File: src/pkg/adce_pkg.sv
// Constants, types and the rule summary for the drive-side command engine.
// Contract
// RL1 - Sector reads move 1 to 256 sectors; a count of zero means 256.
// RL2 - A sector read starts at the address held in the task file at issue.
// RL3 - PIO read: busy, load sector, set DRQ, clear busy, interrupt, per sector.
// RL4 - Host takes the whole 512-byte sector before the next one is prepared.
// RL5 - Read-verify acts like a read but never sets DRQ; busy on acceptance.
// RL6 - Verify success clears busy, interrupts, leaves last verified address.
// RL7 - Verify error stops at failing sector, loads remaining count into count.
// RL8 - Multiple reads interrupt once per block of the set-multiple size.
// RL9 - DMA reads move the counted sectors with DMA-mode transfers.
// RL10 - Initialize parameters: busy, idle, interrupt; sets sectors and heads. The engine completes it without ever setting busy.
// RL11 - Any of the idle opcodes puts the drive into idle mode.
// RL12 - Media lock and unlock complete as no-operations.
// RL13 - Read buffer returns present buffer contents with single-sector PIO handshake.
// RL14 - Any opcode with upper nibble one completes as a no-operation.
// RL15 - Seek only range-checks the address and reports an error if out of range.
// RL16 - The security opcodes are decoded and accepted.
// RL17 - After freeze lock, security commands are rejected until hardware reset.
// RL18 - Feature 03H sets transfer mode; 55H and AAH disable and enable look-ahead.
// RL19 - Features 66H and CCH stop and restore default reload at soft reset.
// RL20 - Write-cache features and 69H, 96H, 97H are accepted without effect.
// RL21 - Feature BBH makes long commands carry four extra bytes.
// RL22 - Protection word reports bits 15, 14, 13, 9 and 8 as protection flags.
// RL23 - Set-multiple block count is limited to at most one sector.
// RL24 - Undecoded opcodes or features abort through error, status and interrupt.
package adce_pkg;
  localparam logic [3:0] A_DATA = 4'h0;
  localparam logic [3:0] A_FEAT = 4'h1;
  localparam logic [3:0] A_COUNT = 4'h2;
  localparam logic [3:0] A_SECTOR = 4'h3;
  localparam logic [3:0] A_CYL_LO = 4'h4;
  localparam logic [3:0] A_CYL_HI = 4'h5;
  localparam logic [3:0] A_DH = 4'h6;
  localparam logic [3:0] A_CMD = 4'h7;
  localparam logic [3:0] A_PROT = 4'h8;
  localparam logic [3:0] A_CTRL = 4'h9;

  localparam int DH_LBA = 6;
  localparam int CTRL_SRST = 2;

  localparam logic [7:0] ERR_NONE = 8'h00;
  localparam logic [7:0] ERR_ABRT = 8'h04;
  localparam logic [7:0] ERR_IDNF = 8'h10;
  localparam logic [7:0] ERR_UNC = 8'h40;

  localparam logic [8:0] FULL_COUNT = 9'h100;
  localparam logic [7:0] LAST_WORD = 8'hFF;
  localparam logic [7:0] MAX_MULT = 8'h01;

  localparam logic [7:0] XFER_MODE_RST = 8'h00;
  localparam logic LOOKAHEAD_RST = 1'b1;
  localparam logic [7:0] SPT_RST = 8'h3F;
  localparam logic [4:0] HEADS_RST = 5'h10;
  localparam logic [27:0] CAPACITY_RST = 28'h010_0000;

  localparam logic [7:0] SF_XFER = 8'h03;
  localparam logic [7:0] SF_LA_OFF = 8'h55;
  localparam logic [7:0] SF_LA_ON = 8'hAA;
  localparam logic [7:0] SF_POR_OFF = 8'h66;
  localparam logic [7:0] SF_POR_ON = 8'hCC;
  localparam logic [7:0] SF_LONG4 = 8'hBB;

  typedef struct packed {
    logic [7:0] features;
    logic [7:0] count;
    logic [7:0] sector;
    logic [7:0] cyl_lo;
    logic [7:0] cyl_hi;
    logic [7:0] dh;
  } adce_tf_type;

  typedef struct packed {
    logic valid;
    logic [15:0] data;
    logic done;
    logic err;
  } adce_media_type;

  typedef enum logic [3:0] {
    CL_PIO, CL_VFY, CL_DMA, CL_RBUF, CL_IDLE, CL_NOP, CL_SEEK, CL_INITP,
    CL_SETMULT, CL_SETF, CL_SEC, CL_FREEZE, CL_BAD
  } adce_class_type;

  typedef enum logic [1:0] {ST_IDLE, ST_FETCH, ST_WAIT, ST_XFER} adce_state_type;
endpackage : adce_pkg

File: src/adce_engine.sv
// Drive-side ATA command engine with task file, sector reads and feature state.
`timescale 1ns/1ps
module adce_engine #(
  parameter logic [27:0] CAPACITY = adce_pkg::CAPACITY_RST
) (
  input wire logic mclk,
  input wire logic rst_n,
  input wire logic [3:0] addr,
  input wire logic [15:0] wdata,
  input wire logic wr,
  input wire logic rd,
  output logic [15:0] rdata,
  output logic intrq,
  output logic dmarq,
  input wire logic dma_rd,
  output logic [15:0] dma_data,
  output logic media_req,
  output logic [27:0] media_lba,
  input wire adce_pkg::adce_media_type media,
  input wire logic [4:0] protect_flags,
  output logic [7:0] xfer_mode,
  output logic look_ahead,
  output logic keep_settings,
  output logic long_extra4,
  output logic idle_mode,
  output logic sec_frozen
);
  adce_pkg::adce_state_type state;
  adce_pkg::adce_tf_type tf;
  adce_pkg::adce_class_type cur_cl;
  logic [7:0] err_reg;
  logic bsy;
  logic drq;
  logic err_bit;
  logic [8:0] remain;
  logic [7:0] rd_ptr;
  logic [7:0] wr_ptr;
  logic [7:0] spt;
  logic [4:0] heads;
  logic [7:0] mult;
  logic [15:0] buf_q;

  function automatic adce_pkg::adce_class_type cmd_class(input logic [7:0] op);
    adce_pkg::adce_class_type c;
    c = adce_pkg::CL_BAD;
    case (op)
      8'h20, 8'h21, 8'h24, 8'hC4, 8'h29: c = adce_pkg::CL_PIO;
      8'h40, 8'h42: c = adce_pkg::CL_VFY;
      8'hC8, 8'hC9, 8'h25: c = adce_pkg::CL_DMA;
      8'hE4: c = adce_pkg::CL_RBUF;
      8'h97, 8'hE3, 8'h95, 8'hE1: c = adce_pkg::CL_IDLE;
      8'hDE, 8'hDF: c = adce_pkg::CL_NOP;
      8'h91: c = adce_pkg::CL_INITP;
      8'hC6: c = adce_pkg::CL_SETMULT;
      8'hEF: c = adce_pkg::CL_SETF;
      8'hF1, 8'hF2, 8'hF3, 8'hF4, 8'hF6: c = adce_pkg::CL_SEC;
      8'hF5: c = adce_pkg::CL_FREEZE;
      default: begin
        if (op[7:4] == 4'h1) begin
          c = adce_pkg::CL_NOP;
        end else if (op[7:4] == 4'h7) begin
          c = adce_pkg::CL_SEEK;
        end
      end
    endcase
    return c;
  endfunction : cmd_class

  // Linear address of the task file, in LBA or cylinder/head/sector form.
  function automatic logic [31:0] tf_lba(input adce_pkg::adce_tf_type t,
                                         input logic [7:0] s, input logic [4:0] h);
    logic [31:0] x;
    x = 32'h0000_0000;
    if (t.dh[adce_pkg::DH_LBA]) begin
      x = {4'h0, t.dh[3:0], t.cyl_hi, t.cyl_lo, t.sector};
    end else begin
      x = ({16'h0000, t.cyl_hi, t.cyl_lo} * {27'h000_0000, h} + {28'h000_0000, t.dh[3:0]});
      x = x * {24'h00_0000, s} + {24'h00_0000, t.sector} - 32'h0000_0001;
    end
    return x;
  endfunction : tf_lba

  function automatic adce_pkg::adce_tf_type next_tf(input adce_pkg::adce_tf_type t,
                                                    input logic [7:0] s, input logic [4:0] h);
    adce_pkg::adce_tf_type n;
    logic [27:0] l;
    logic [15:0] cyl;
    n = t;
    l = {t.dh[3:0], t.cyl_hi, t.cyl_lo, t.sector} + 28'h000_0001;
    cyl = {t.cyl_hi, t.cyl_lo} + 16'h0001;
    if (t.dh[adce_pkg::DH_LBA]) begin
      {n.dh[3:0], n.cyl_hi, n.cyl_lo, n.sector} = l;
    end else if (t.sector < s) begin
      n.sector = t.sector + 8'h01;
    end else begin
      n.sector = 8'h01;
      if ({1'b0, t.dh[3:0]} + 5'h01 < h) begin
        n.dh[3:0] = t.dh[3:0] + 4'h1;
      end else begin
        n.dh[3:0] = 4'h0;
        {n.cyl_hi, n.cyl_lo} = cyl;
      end
    end
    return n;
  endfunction : next_tf

  wire buf_we = state == adce_pkg::ST_WAIT && media.valid;
  wire host_wr = wr && !bsy && !drq;
  wire cmd_wr = host_wr && addr == adce_pkg::A_CMD;
  wire srst = wr && addr == adce_pkg::A_CTRL && wdata[adce_pkg::CTRL_SRST];
  wire adce_pkg::adce_class_type new_cl = cmd_class(wdata[7:0]);
  wire [31:0] cur_lba = tf_lba(tf, spt, heads);
  wire [8:0] req_count = (tf.count == 8'h00) ? adce_pkg::FULL_COUNT : {1'b0, tf.count}; // [RL1]
  wire is_read = new_cl == adce_pkg::CL_PIO || new_cl == adce_pkg::CL_VFY ||
                 new_cl == adce_pkg::CL_DMA;

  wire sf_known = tf.features == 8'h02 || tf.features == 8'h82 ||
                  tf.features == adce_pkg::SF_XFER || tf.features == adce_pkg::SF_LA_OFF ||
                  tf.features == adce_pkg::SF_LA_ON || tf.features == adce_pkg::SF_POR_OFF ||
                  tf.features == adce_pkg::SF_POR_ON || tf.features == 8'h69 ||
                  tf.features == 8'h96 || tf.features == 8'h97 ||
                  tf.features == adce_pkg::SF_LONG4 || tf.features == 8'h05 ||
                  tf.features == 8'h85 || tf.features == 8'h09 || tf.features == 8'h89 ||
                  tf.features == 8'h0A || tf.features == 8'h8A; // [RL20]
  wire chs_bad = !tf.dh[adce_pkg::DH_LBA] &&
                 (tf.sector == 8'h00 || tf.sector > spt || {1'b0, tf.dh[3:0]} >= heads);
  wire range_bad = chs_bad || cur_lba >= {4'h0, CAPACITY};
  wire sec_cl = new_cl == adce_pkg::CL_SEC || new_cl == adce_pkg::CL_FREEZE;
  wire imm_abort = new_cl == adce_pkg::CL_BAD || // [RL24]
                   (new_cl == adce_pkg::CL_SETF && !sf_known) ||
                   (sec_cl && sec_frozen) || // [RL17]
                   (new_cl == adce_pkg::CL_SETMULT && tf.count > adce_pkg::MAX_MULT); // [RL23]
  wire seek_bad = new_cl == adce_pkg::CL_SEEK && range_bad; // [RL15]
  wire imm_ok = cmd_wr && !is_read && new_cl != adce_pkg::CL_RBUF && !imm_abort && !seek_bad;
  wire setf_ok = imm_ok && new_cl == adce_pkg::CL_SETF;

  wire last = remain == 9'h001;
  wire cur_vfy = cur_cl == adce_pkg::CL_VFY;
  wire cur_dma = cur_cl == adce_pkg::CL_DMA;
  wire cur_rbuf = cur_cl == adce_pkg::CL_RBUF;
  wire media_done = state == adce_pkg::ST_WAIT && media.done;
  wire media_ok = media_done && !media.err;
  wire media_bad = media_done && media.err;
  wire pio_take = rd && addr == adce_pkg::A_DATA && drq && !cur_dma;
  wire dma_take = dma_rd && dmarq;
  wire word_take = state == adce_pkg::ST_XFER && (pio_take || dma_take);
  wire sector_taken = word_take && rd_ptr == adce_pkg::LAST_WORD; // [RL4]
  wire vfy_done = media_ok && cur_vfy && last;
  wire advance = (media_ok && cur_vfy && !last) || (sector_taken && !last && !cur_rbuf);
  wire xfer_end = sector_taken && (last || cur_rbuf);

  wire intr_set = imm_ok || (cmd_wr && (imm_abort || seek_bad)) ||
                  (cmd_wr && new_cl == adce_pkg::CL_RBUF) || // [RL13]
                  (media_ok && !cur_vfy && !cur_dma) || // [RL3] [RL8]
                  vfy_done || media_bad || (xfer_end && cur_dma); // [RL6] [RL9]
  wire intr_clr = (rd && addr == adce_pkg::A_CMD) || cmd_wr;

  wire [7:0] status = {bsy, 1'b1, 1'b0, 1'b1, drq, 2'b00, err_bit};
  wire [15:0] prot_word = {protect_flags[4:2], 3'b000, protect_flags[1:0], 8'h00}; // [RL22]
  wire [15:0] rd_mux = (addr == adce_pkg::A_DATA) ? buf_q :
                       (addr == adce_pkg::A_FEAT) ? {8'h00, err_reg} :
                       (addr == adce_pkg::A_COUNT) ? {8'h00, tf.count} :
                       (addr == adce_pkg::A_SECTOR) ? {8'h00, tf.sector} :
                       (addr == adce_pkg::A_CYL_LO) ? {8'h00, tf.cyl_lo} :
                       (addr == adce_pkg::A_CYL_HI) ? {8'h00, tf.cyl_hi} :
                       (addr == adce_pkg::A_DH) ? {8'h00, tf.dh} :
                       (addr == adce_pkg::A_CMD) ? {8'h00, status} :
                       (addr == adce_pkg::A_PROT) ? prot_word : 16'h0000;

  adce_sec_buf u_buf (
    .mclk(mclk),
    .we(buf_we),
    .waddr(wr_ptr),
    .wdata(media.data),
    .raddr(rd_ptr),
    .rdata(buf_q)
  );

  always_ff @(posedge mclk or negedge rst_n) begin
    if (!rst_n) begin
      rdata <= 16'h0000;
      dma_data <= 16'h0000;
    end else begin
      rdata <= rd ? rd_mux : 16'h0000;
      dma_data <= dma_take ? buf_q : dma_data;
    end
  end

  // A set in the cycle of a status read wins, so no interrupt is lost.
  always_ff @(posedge mclk or negedge rst_n) begin
    if (!rst_n) begin
      intrq <= 1'b0;
    end else if (intr_set) begin
      intrq <= 1'b1;
    end else if (intr_clr || srst) begin
      intrq <= 1'b0;
    end
  end

  // Task file: the engine writes it while busy or during a data transfer, the host only while neither busy nor DRQ is set.
  always_ff @(posedge mclk or negedge rst_n) begin
    if (!rst_n) begin
      tf <= '0;
    end else if (advance) begin
      tf <= next_tf(tf, spt, heads);
    end else if (media_bad) begin
      tf.count <= remain[7:0]; // [RL7]
    end else if (vfy_done || xfer_end) begin
      tf.count <= 8'h00;
    end else if (host_wr) begin
      case (addr)
        adce_pkg::A_FEAT: tf.features <= wdata[7:0];
        adce_pkg::A_COUNT: tf.count <= wdata[7:0];
        adce_pkg::A_SECTOR: tf.sector <= wdata[7:0];
        adce_pkg::A_CYL_LO: tf.cyl_lo <= wdata[7:0];
        adce_pkg::A_CYL_HI: tf.cyl_hi <= wdata[7:0];
        adce_pkg::A_DH: tf.dh <= wdata[7:0];
        default: tf <= tf;
      endcase
    end
  end

  // Feature, geometry and power state.
  always_ff @(posedge mclk or negedge rst_n) begin
    if (!rst_n) begin
      xfer_mode <= adce_pkg::XFER_MODE_RST;
      look_ahead <= adce_pkg::LOOKAHEAD_RST;
      keep_settings <= 1'b0;
      long_extra4 <= 1'b0;
      idle_mode <= 1'b0;
      sec_frozen <= 1'b0;
      spt <= adce_pkg::SPT_RST;
      heads <= adce_pkg::HEADS_RST;
      mult <= adce_pkg::MAX_MULT;
    end else if (srst && !keep_settings) begin
      xfer_mode <= adce_pkg::XFER_MODE_RST; // [RL19]
      look_ahead <= adce_pkg::LOOKAHEAD_RST;
      long_extra4 <= 1'b0;
    end else if (setf_ok) begin
      case (tf.features)
        adce_pkg::SF_XFER: xfer_mode <= tf.count; // [RL18]
        adce_pkg::SF_LA_OFF: look_ahead <= 1'b0; // [RL18]
        adce_pkg::SF_LA_ON: look_ahead <= 1'b1; // [RL18]
        adce_pkg::SF_POR_OFF: keep_settings <= 1'b1; // [RL19]
        adce_pkg::SF_POR_ON: keep_settings <= 1'b0; // [RL19]
        adce_pkg::SF_LONG4: long_extra4 <= 1'b1; // [RL21]
        default: keep_settings <= keep_settings; // [RL20]
      endcase
    end else if (imm_ok) begin
      case (new_cl)
        adce_pkg::CL_IDLE: idle_mode <= 1'b1; // [RL11]
        adce_pkg::CL_INITP: begin
          idle_mode <= 1'b1; // [RL10]
          spt <= tf.count;
          heads <= {1'b0, tf.dh[3:0]} + 5'h01;
        end
        adce_pkg::CL_SETMULT: mult <= tf.count; // [RL23]
        adce_pkg::CL_FREEZE: sec_frozen <= 1'b1; // [RL17]
        default: idle_mode <= idle_mode; // [RL12] [RL14] [RL16]
      endcase
    end
  end

  // Sector sequencer. With the block size held at one, a multiple read
  // interrupts on every sector, exactly like a plain PIO read.
  always_ff @(posedge mclk or negedge rst_n) begin
    if (!rst_n) begin
      state <= adce_pkg::ST_IDLE;
      cur_cl <= adce_pkg::CL_NOP;
      bsy <= 1'b0;
      drq <= 1'b0;
      dmarq <= 1'b0;
      err_bit <= 1'b0;
      err_reg <= adce_pkg::ERR_NONE;
      remain <= 9'h000;
      rd_ptr <= 8'h00;
      wr_ptr <= 8'h00;
      media_req <= 1'b0;
      media_lba <= 28'h000_0000;
    end else if (srst) begin
      state <= adce_pkg::ST_IDLE;
      bsy <= 1'b0;
      drq <= 1'b0;
      dmarq <= 1'b0;
      media_req <= 1'b0;
    end else begin
      media_req <= 1'b0;
      case (state)
        adce_pkg::ST_IDLE: begin
          if (cmd_wr) begin
            cur_cl <= new_cl;
            err_bit <= imm_abort || seek_bad;
            err_reg <= imm_abort ? adce_pkg::ERR_ABRT : // [RL24]
                       seek_bad ? adce_pkg::ERR_IDNF : adce_pkg::ERR_NONE; // [RL15]
            rd_ptr <= 8'h00;
            if (is_read) begin
              bsy <= 1'b1; // [RL5]
              remain <= req_count; // [RL1]
              state <= adce_pkg::ST_FETCH;
            end else if (new_cl == adce_pkg::CL_RBUF) begin
              remain <= 9'h001;
              drq <= 1'b1; // [RL13]
              state <= adce_pkg::ST_XFER;
            end
          end
        end
        adce_pkg::ST_FETCH: begin
          media_req <= 1'b1;
          media_lba <= cur_lba[27:0]; // [RL2]
          wr_ptr <= 8'h00;
          state <= adce_pkg::ST_WAIT;
        end
        adce_pkg::ST_WAIT: begin
          if (media.valid) begin
            wr_ptr <= wr_ptr + 8'h01;
          end
          if (media_bad) begin
            bsy <= 1'b0; // [RL7]
            err_bit <= 1'b1;
            err_reg <= adce_pkg::ERR_UNC;
            state <= adce_pkg::ST_IDLE;
          end else if (media_ok && cur_vfy) begin
            remain <= remain - 9'h001; // [RL5]
            bsy <= !last; // [RL6]
            state <= last ? adce_pkg::ST_IDLE : adce_pkg::ST_FETCH;
          end else if (media_ok) begin
            bsy <= 1'b0; // [RL3]
            drq <= 1'b1;
            dmarq <= cur_dma; // [RL9]
            rd_ptr <= 8'h00;
            state <= adce_pkg::ST_XFER;
          end
        end
        adce_pkg::ST_XFER: begin
          if (word_take) begin
            rd_ptr <= rd_ptr + 8'h01;
          end
          if (sector_taken) begin
            drq <= 1'b0; // [RL4]
            dmarq <= 1'b0;
            remain <= remain - 9'h001;
            bsy <= !xfer_end; // [RL3]
            state <= xfer_end ? adce_pkg::ST_IDLE : adce_pkg::ST_FETCH;
          end
        end
        default: state <= adce_pkg::ST_IDLE;
      endcase
    end
  end
endmodule : adce_engine

File: src/adce_sec_buf.sv
// One-sector data buffer, written by the media side and read by the host side.
`timescale 1ns/1ps
module adce_sec_buf (
  input wire logic mclk,
  input wire logic we,
  input wire logic [7:0] waddr,
  input wire logic [15:0] wdata,
  input wire logic [7:0] raddr,
  output logic [15:0] rdata
);
  logic [15:0] mem [0:255];

  // Contents are not cleared at reset; a buffer read returns whatever is present.
  always_ff @(posedge mclk) begin
    if (we) begin
      mem[waddr] <= wdata;
    end
  end

  assign rdata = mem[raddr];
endmodule : adce_sec_buf

File: config.mk
export PLATFORM = sky130hd
export DESIGN_NAME = adce_engine
export DESIGN_NICKNAME = d
export VERILOG_FILES = /design/src/pkg/adce_pkg.sv /design/src/adce_engine.sv /design/src/adce_sec_buf.sv
export SDC_FILE = /design/constraint.sdc
export NUM_CORES = 2
export LEC_CHECK = 0
export BUFFER_PORTS_ARGS = -buffer_cell sky130_fd_sc_hd__buf_4
export CORE_MARGIN = 10
export CORE_UTILIZATION = 50
export CTS_BUF_LIST = sky130_fd_sc_hd__clkbuf_8
export CTS_CLUSTER_SIZE = 8
export DETAILED_ROUTE_END_ITERATION = 10
export GPL_ROUTABILITY_DRIVEN = 0
export GPL_TIMING_DRIVEN = 0
export HOLD_SLACK_MARGIN = 0.06
export PLACE_DENSITY = 0.74
export SETUP_SLACK_MARGIN = 0.02
export SLEW_MARGIN = 20
export SYNTH_ARGS = -nofsm -noshare
export SYNTH_HDL_FRONTEND = slang
export SYNTH_SLANG_ARGS = --single-unit
File: constraint.sdc
create_clock -name mclk -period 23.6 [get_ports mclk]
set_input_delay 4.72 -clock mclk [delete_from_list [all_inputs] [get_ports mclk]]
set_output_delay 4.72 -clock mclk [all_outputs]
set_load 0.01 [all_outputs]
* Word-level counts from Yosys, hierarchy flattened
Memories as Yosys holds them, arrays and structs flattened.
Index checks and enable logic that the tools add are counted.
** Cells by class
- Add/subtract/negate cells :: 11
- Muxes and demuxes :: 106
- Magnitude comparators :: 6
- Eq/ne operators :: 98
- Multipliers :: 2
- Reduce and logical (&&, ||, !) cells :: 144
- Bitwise gates (word level) :: 6
** Operators with widths (count)
- $eq A8 B8 Y1 const B :: 29
- $mux W16 :: 12
- $mux W8 :: 20
- $mux W32 :: 4
- $mux W9 :: 7
- $mux W48 :: 1
- $pmux W4 S11 :: 1
- $eq A8 B6 Y1 const B :: 5
- $eq A8 B7 Y1 const B :: 5
- $logic_and A1 B1 Y1 :: 38
- $logic_or A1 B1 Y1 :: 38
- $mux W1 :: 34
- $ne A3 B3 Y1 const B :: 11
- $eq A4 B3 Y1 const B :: 8
- $ge A32 B21 Y1 const B :: 1
- $pmux W8 S2 :: 2
- $sub A31 B1 Y32 const B :: 1
- $add A30 B8 Y31 :: 1
- $mul A22 B8 Y30 :: 1
- $add A28 B1 Y28 const B :: 1
- $eq A4 B4 Y1 const B :: 7
- $pmux W9 S3 :: 1
- $reduce_and A5 Y1 :: 5
- $add A8 B1 Y8 const B :: 3
- 50 further kinds :: 137
** Word-level totals
- Output and inout bits :: 76
- Memories :: 1
- Input bits :: 49
- Memory bits (writable) :: 4096
- Flip-flop bits (word level) :: 179
** Memories
- u_buf.mem :: words 256, bits a word 16, read ports 1, clocked after Yosys merged registers in 0, wr ports 1, line adce_sec_buf.sv:11 : logic [15:0] mem [0:255];

* Longest topological paths before layout
- Depth in word-level cells :: 32
- Mapped depth :: 39
- Depth with buffers taken out :: 35

* Hierarchy
A second synthesis with hierarchy kept.
** Unflattened totals
- Cells, all modules :: 9592
- Area total of the unflattened synthesis :: 177771.7 um2
** By module, submodules not included
- adce_sec_buf :: area each 158394.4 um2, times used 1, cells each 7344, seq. area each 122998.0 um2
- adce_engine :: area each 19377.3 um2, times used 1, cells each 2248, seq. area each 4366.7 um2

* Worst setup path before layout
No wires, ideal clock.
- Path type :: flip-flop to flip-flop
- Start point :: register heads[4]
- End point :: register err_reg[4]
- Path slack :: 14.122 ns
- Data required time :: 23.471 ns
- Buffers on the path :: 4
- Cell stages (with the launch flop) :: 35
- Arrival time :: 9.350 ns
- Cells stage by stage :: dfstp_2 clkbuf_1 nand2_1 fa_1 fa_1 fa_1 inv_1 ha_1 a21o_1 a21oi_1 o21bai_1 a31o_2 and3_1 o311a_1 o31a_1 clkbuf_1 a21oi_1 nand2_1 fa_1 inv_1 fa_1 fa_1 fa_1 ha_1 ha_1 clkbuf_1 and3_1 clkbuf_1 nand2_1 a221oi_1 nor2_1 mux2_1 a2111o_1 o2111ai_1 nand3_1
** Between the ends
- Word-level cells in the longest chain between the ends :: 13
- Elaborated cells between the ends (all ways) :: 16
** RTL lines
- from (decl) :: line adce_engine.sv:39 : logic [4:0] heads;
- from (signal assigned) :: line adce_engine.sv:233 : heads <= adce_pkg::HEADS_RST;
- from (signal assigned) :: line adce_engine.sv:255 : heads <= {1'b0, tf.dh[3:0]} + 5'h01;
- $mul A16 B5 Y21 :: line adce_engine.sv:77 : x = ({16'h0000, t.cyl_hi, t.cyl_lo} * {27'h000_0000, h} + {28'h000_0000, t.dh[3:0]});
- $add A21 B4 Y22 :: line adce_engine.sv:77
- $mul A22 B8 Y30 :: line adce_engine.sv:78 : x = x * {24'h00_0000, s} + {24'h00_0000, t.sector} - 32'h0000_0001;
- $add A30 B8 Y31 :: line adce_engine.sv:78
- $sub A31 B1 Y32 :: line adce_engine.sv:78
- $mux W32 :: line adce_engine.sv:74 : if (t.dh[adce_pkg::DH_LBA]) begin
- $ge A32 B21 Y1 :: line adce_engine.sv:127 : wire range_bad = chs_bad || cur_lba >= {4'h0, CAPACITY};
- $logic_or A1 B1 Y1 * :: line adce_engine.sv:127
- $logic_and A1 B1 Y1 * :: line adce_engine.sv:133 : wire seek_bad = new_cl == adce_pkg::CL_SEEK && range_bad;
- $mux W5 * :: line adce_engine.sv:294 : seek_bad ? adce_pkg::ERR_IDNF : adce_pkg::ERR_NONE;
- $mux W5 * :: line adce_engine.sv:293 : err_reg <= imm_abort ? adce_pkg::ERR_ABRT :
- $mux W8 * :: line adce_engine.sv:290 : if (cmd_wr) begin
- $pmux W8 S2 * :: line adce_engine.sv:288 : case (state)
- to (signal assigned) :: line adce_engine.sv:274 : err_reg <= adce_pkg::ERR_NONE;
- to (signal assigned) :: line adce_engine.sv:293
- to (signal assigned) :: line adce_engine.sv:320 : err_reg <= adce_pkg::ERR_UNC;
- to (decl) :: line adce_engine.sv:31 : logic [7:0] err_reg;
Every way passes the cells marked *; elsewhere a longest branch is shown, timed or not. The select of a mux whose other input is x is not followed.
A chain may end at the register's enable or synchronous reset.

* Worst setup path in the final report
- Start point :: register heads[3]
- End point :: register err_reg[4]
Same word-level chain as after synthesis.

==> flow_summary_export.csv <==
group,metric,value,unit
outcome,status,"complete, but fails checks",
outcome,violations,"DRC",
layout,final_cells,14520,
synthesis,mappedNetlistArea,0.176,mm^2
clock_tree,htree_levels,6,
critical_path,cp-startpoint,"heads[3]",
min_path,hp-class,"register to register",
power,sequentialPowerShare,0.495,
die,initial_core_util,0.503,
synthesis,syn_nets,8926,
timing,slew_violations,0,
clock_tree,hold_buffers,0,
die,dieArea,0.377,mm^2
synthesis,yosysSeqAreaShare,0.722,
critical_path,crit_slowest_cell,"o311ai_0",
timing,period_needed,12.14,ns
clock_tree,cts.repair.resized,0,
die,coreArea,0.350,mm^2
global_route,grt_max_degree,145,
critical_path,r2r-end,"err_reg[4]",
clock_tree,clockBufferDepth,4,
critical_path,r2r_start,"heads[3]",
clock_tree,path_clk_slew,0.06,ns
timing,setup_ws,11.46,ns
timing,grt_setup_unrepaired,"false",
min_path,whs_path_depth,1,
layout,final_cell_mix,"4096 x edfxtp_1, 1344 x mux4_2, 669 x clkbuf_8",
synthesis,ys_warn_count,0,
critical_path,path_class,"register to register",
power,power_switching,4.83,mW
power,power_density,86.0,mW/mm^2
min_path,holdPathEnd,"idle_mode",
placement,dp_hpwl,342000,um
power,ir_worst_vdd,0.0000618,V
routing,drc,7,
timing,worstMarginPinSlew,1.38,ns
clock_tree,cts_made_buffers,655,
layout,layout-drive-gt1-share,0.297,
routing,drt_iter0_drc,16379,
routing,ant_nets,0,
power,pwr-share-clk,0.323,
timing,finalSetupViolCount,0,
synthesis,avgSynthCellArea,20.7,um^2
power,netSwitchingFraction,0.282,
timing,period_share,0.515,
layout,reg_top3,"u_buf.mem: 4096 flops, tf: 48 flops, media_lba: 28 flops",
layout,nets,9912,
layout,largest-register,"u_buf.mem",
critical_path,r2r_cells,34,
global_route,overflow,0,
critical_path,r2r_setup_slack,11.46,ns
critical_path,cp_common_cell,"fa_1",
layout,multi_input_area,0.0469,mm^2
synthesis,ys_seq_elements,4270,
global_route,antenna_found_initial,25,
routing,vias,95635,
routing,drtPass1Iterations,11,
critical_path,crit_required,24.66,ns
timing,slew_headroom,0.0827,
synthesis,synthArstFlopShare,0.0407,
placement,dp_cells,13453,
global_route,grt_pass1_vias,94973,
clock_tree,root_buffer,"clkbuf_8",
die,pin_count,125,
timing,max_freq,0.0824,GHz
critical_path,cp-start-kind,"register",
timing,finClkSkew,0.0993,ns
placement,place_worst_setup_slack,11.85,ns
critical_path,path_max_fanout,10,
layout,n_fill_cell,24700,
global_route,gr-usage-all-layers,0.262,
power,leakage,63.7,nW
synthesis,yosysUniqueCellTypes,81,
layout,largest_reg_flops,4096,
clock_tree,insertion_delay,1.26,ns
layout,seqCellArea,0.127,mm^2
routing,drt_wl_total,500000,um
clock_tree,cts_tree,"built",
global_route,grt_pass1_wl,704000,um
min_path,min_from,"idle_mode",
synthesis,synthCells,8526,
die,fp-row-count,217,
power,comb_power_share,0.182,
synthesis,ys.flop_type,"edfxtp_1",
timing,tns,0,ns
synthesis,synth_edf_count,4096,
die,fp.dieW,614,um
clock_tree,postCtsSetupBuffers,0,
layout,mostFrequentLayoutCell,"edfxtp_1",
critical_path,end_kind,"register",
critical_path,arrival,13.21,ns
die,die_h,614,um
timing,whs,0.487,ns
clock_tree,cts.sinks,4270,
run,maxCapViolCount,0,
layout,area_growth,12.9,%
routing,routed_via_density,6.59,
placement,numPortBuffers,111,
routing,routedWlPerCell,34.4,um
critical_path,slowest_delay,0.77,ns
power,p_int,12.3,mW
timing,hold_viol_final,0,
## metrics by stage
step	util	power [mW]	cell area, um^2
6_report	0.568	17.1	199000
5_1_grt	0.568	17.6	199000
4_1_cts	0.568	17.1	199000
3_5_place_dp	0.536	11.7	188000
3_3_place_gp	0.522	11.6	183000
2_1_floorplan	-	10.5	176000
## layout make-up
class / count / share of cell area
Antenna cell: 17 / 0.000214
Buffer: 480 / 0.0109
Clock buffer: 669 / 0.0463
Clock inverter: 380 / 0.0102
Inverter: 289 / 0.00545
Multi-Input combinational cell: 3487 / 0.236
Sequential cell: 4270 / 0.640
Tap cell: 4599 / 0.0289
Timing Repair Buffer: 329 / 0.0224
## worst max-delay path, delay by kind of cell, from the launching register on
family | cells | cell delay (ns)
flops | 1 | 0.33
simple gates | 8 | 1.76
compound gates | 9 | 3.96
buf+inv | 7 | 1.58
fa+ha+maj | 10 | 4.38
## power by group through the flow
stage | sequential (mW) | combinational, mW | clock, mW
2_1_floorplan | 8.61 | 1.86 | 0
6_report | 8.47 | 3.11 | 5.54
5_1_grt | 8.48 | 3.24 | 5.90
3_3_place_gp | 8.63 | 2.96 | 0
3_5_place_dp | 8.62 | 3.05 | 0
4_1_cts | 8.47 | 3.06 | 5.56
## how the worst max path moves through the flow
stage	cells past startpoint	end
detailed placement	34	err_reg[4]
global placement	34	err_reg[4]
global route	34	err_reg[4]
CTS	34	err_reg[4]
floorplan	34	err_reg[4]
finish	34	err_reg[4]
## metal layers
metal | part of all wire | wire (um) | vias to the layer above | track usage
met5 | 0.00061 | 303 | - | 0.00303
met4 | 0.057 | 28500 | 18 | 0.123
met3 | 0.14 | 70600 | 1419 | 0.0873
met2 | 0.45 | 226000 | 7692 | 0.393
met1 | 0.35 | 174000 | 49550 | 0.349
li1 | - | - | 36956 | -
## cells in the mapped netlist (91+ instances only)
library cell  number  share of area
o21ai_0          147         0.0042
clkbuf_1         310         0.0066
buf_2             91         0.0026
inv_1            285         0.0061
edfxtp_1        4096           0.70
nand2_1          328         0.0070
nor2_1           426         0.0091
a21oi_1          127         0.0036
dfrtp_1          164          0.023
ha_1             174          0.012
and2_1           100         0.0035
fa_1             177          0.020
mux4_2          1344           0.17
## cell families after synthesis
kind of cell             count (synthesis)  share of synthesized area
flip-flops                            4270                      0.722
multiplexers                          1395                      0.175
AND/OR/NAND/NOR                       1137                     0.0294
buffers and inverters                  769                     0.0179
AO/OA/AOI/OAI                          550                     0.0203
adder cells (fa/ha/maj)                351                     0.0324
XOR/XNOR                                54                    0.00268
Note: power is estimated with default switching activity, not from simulation.
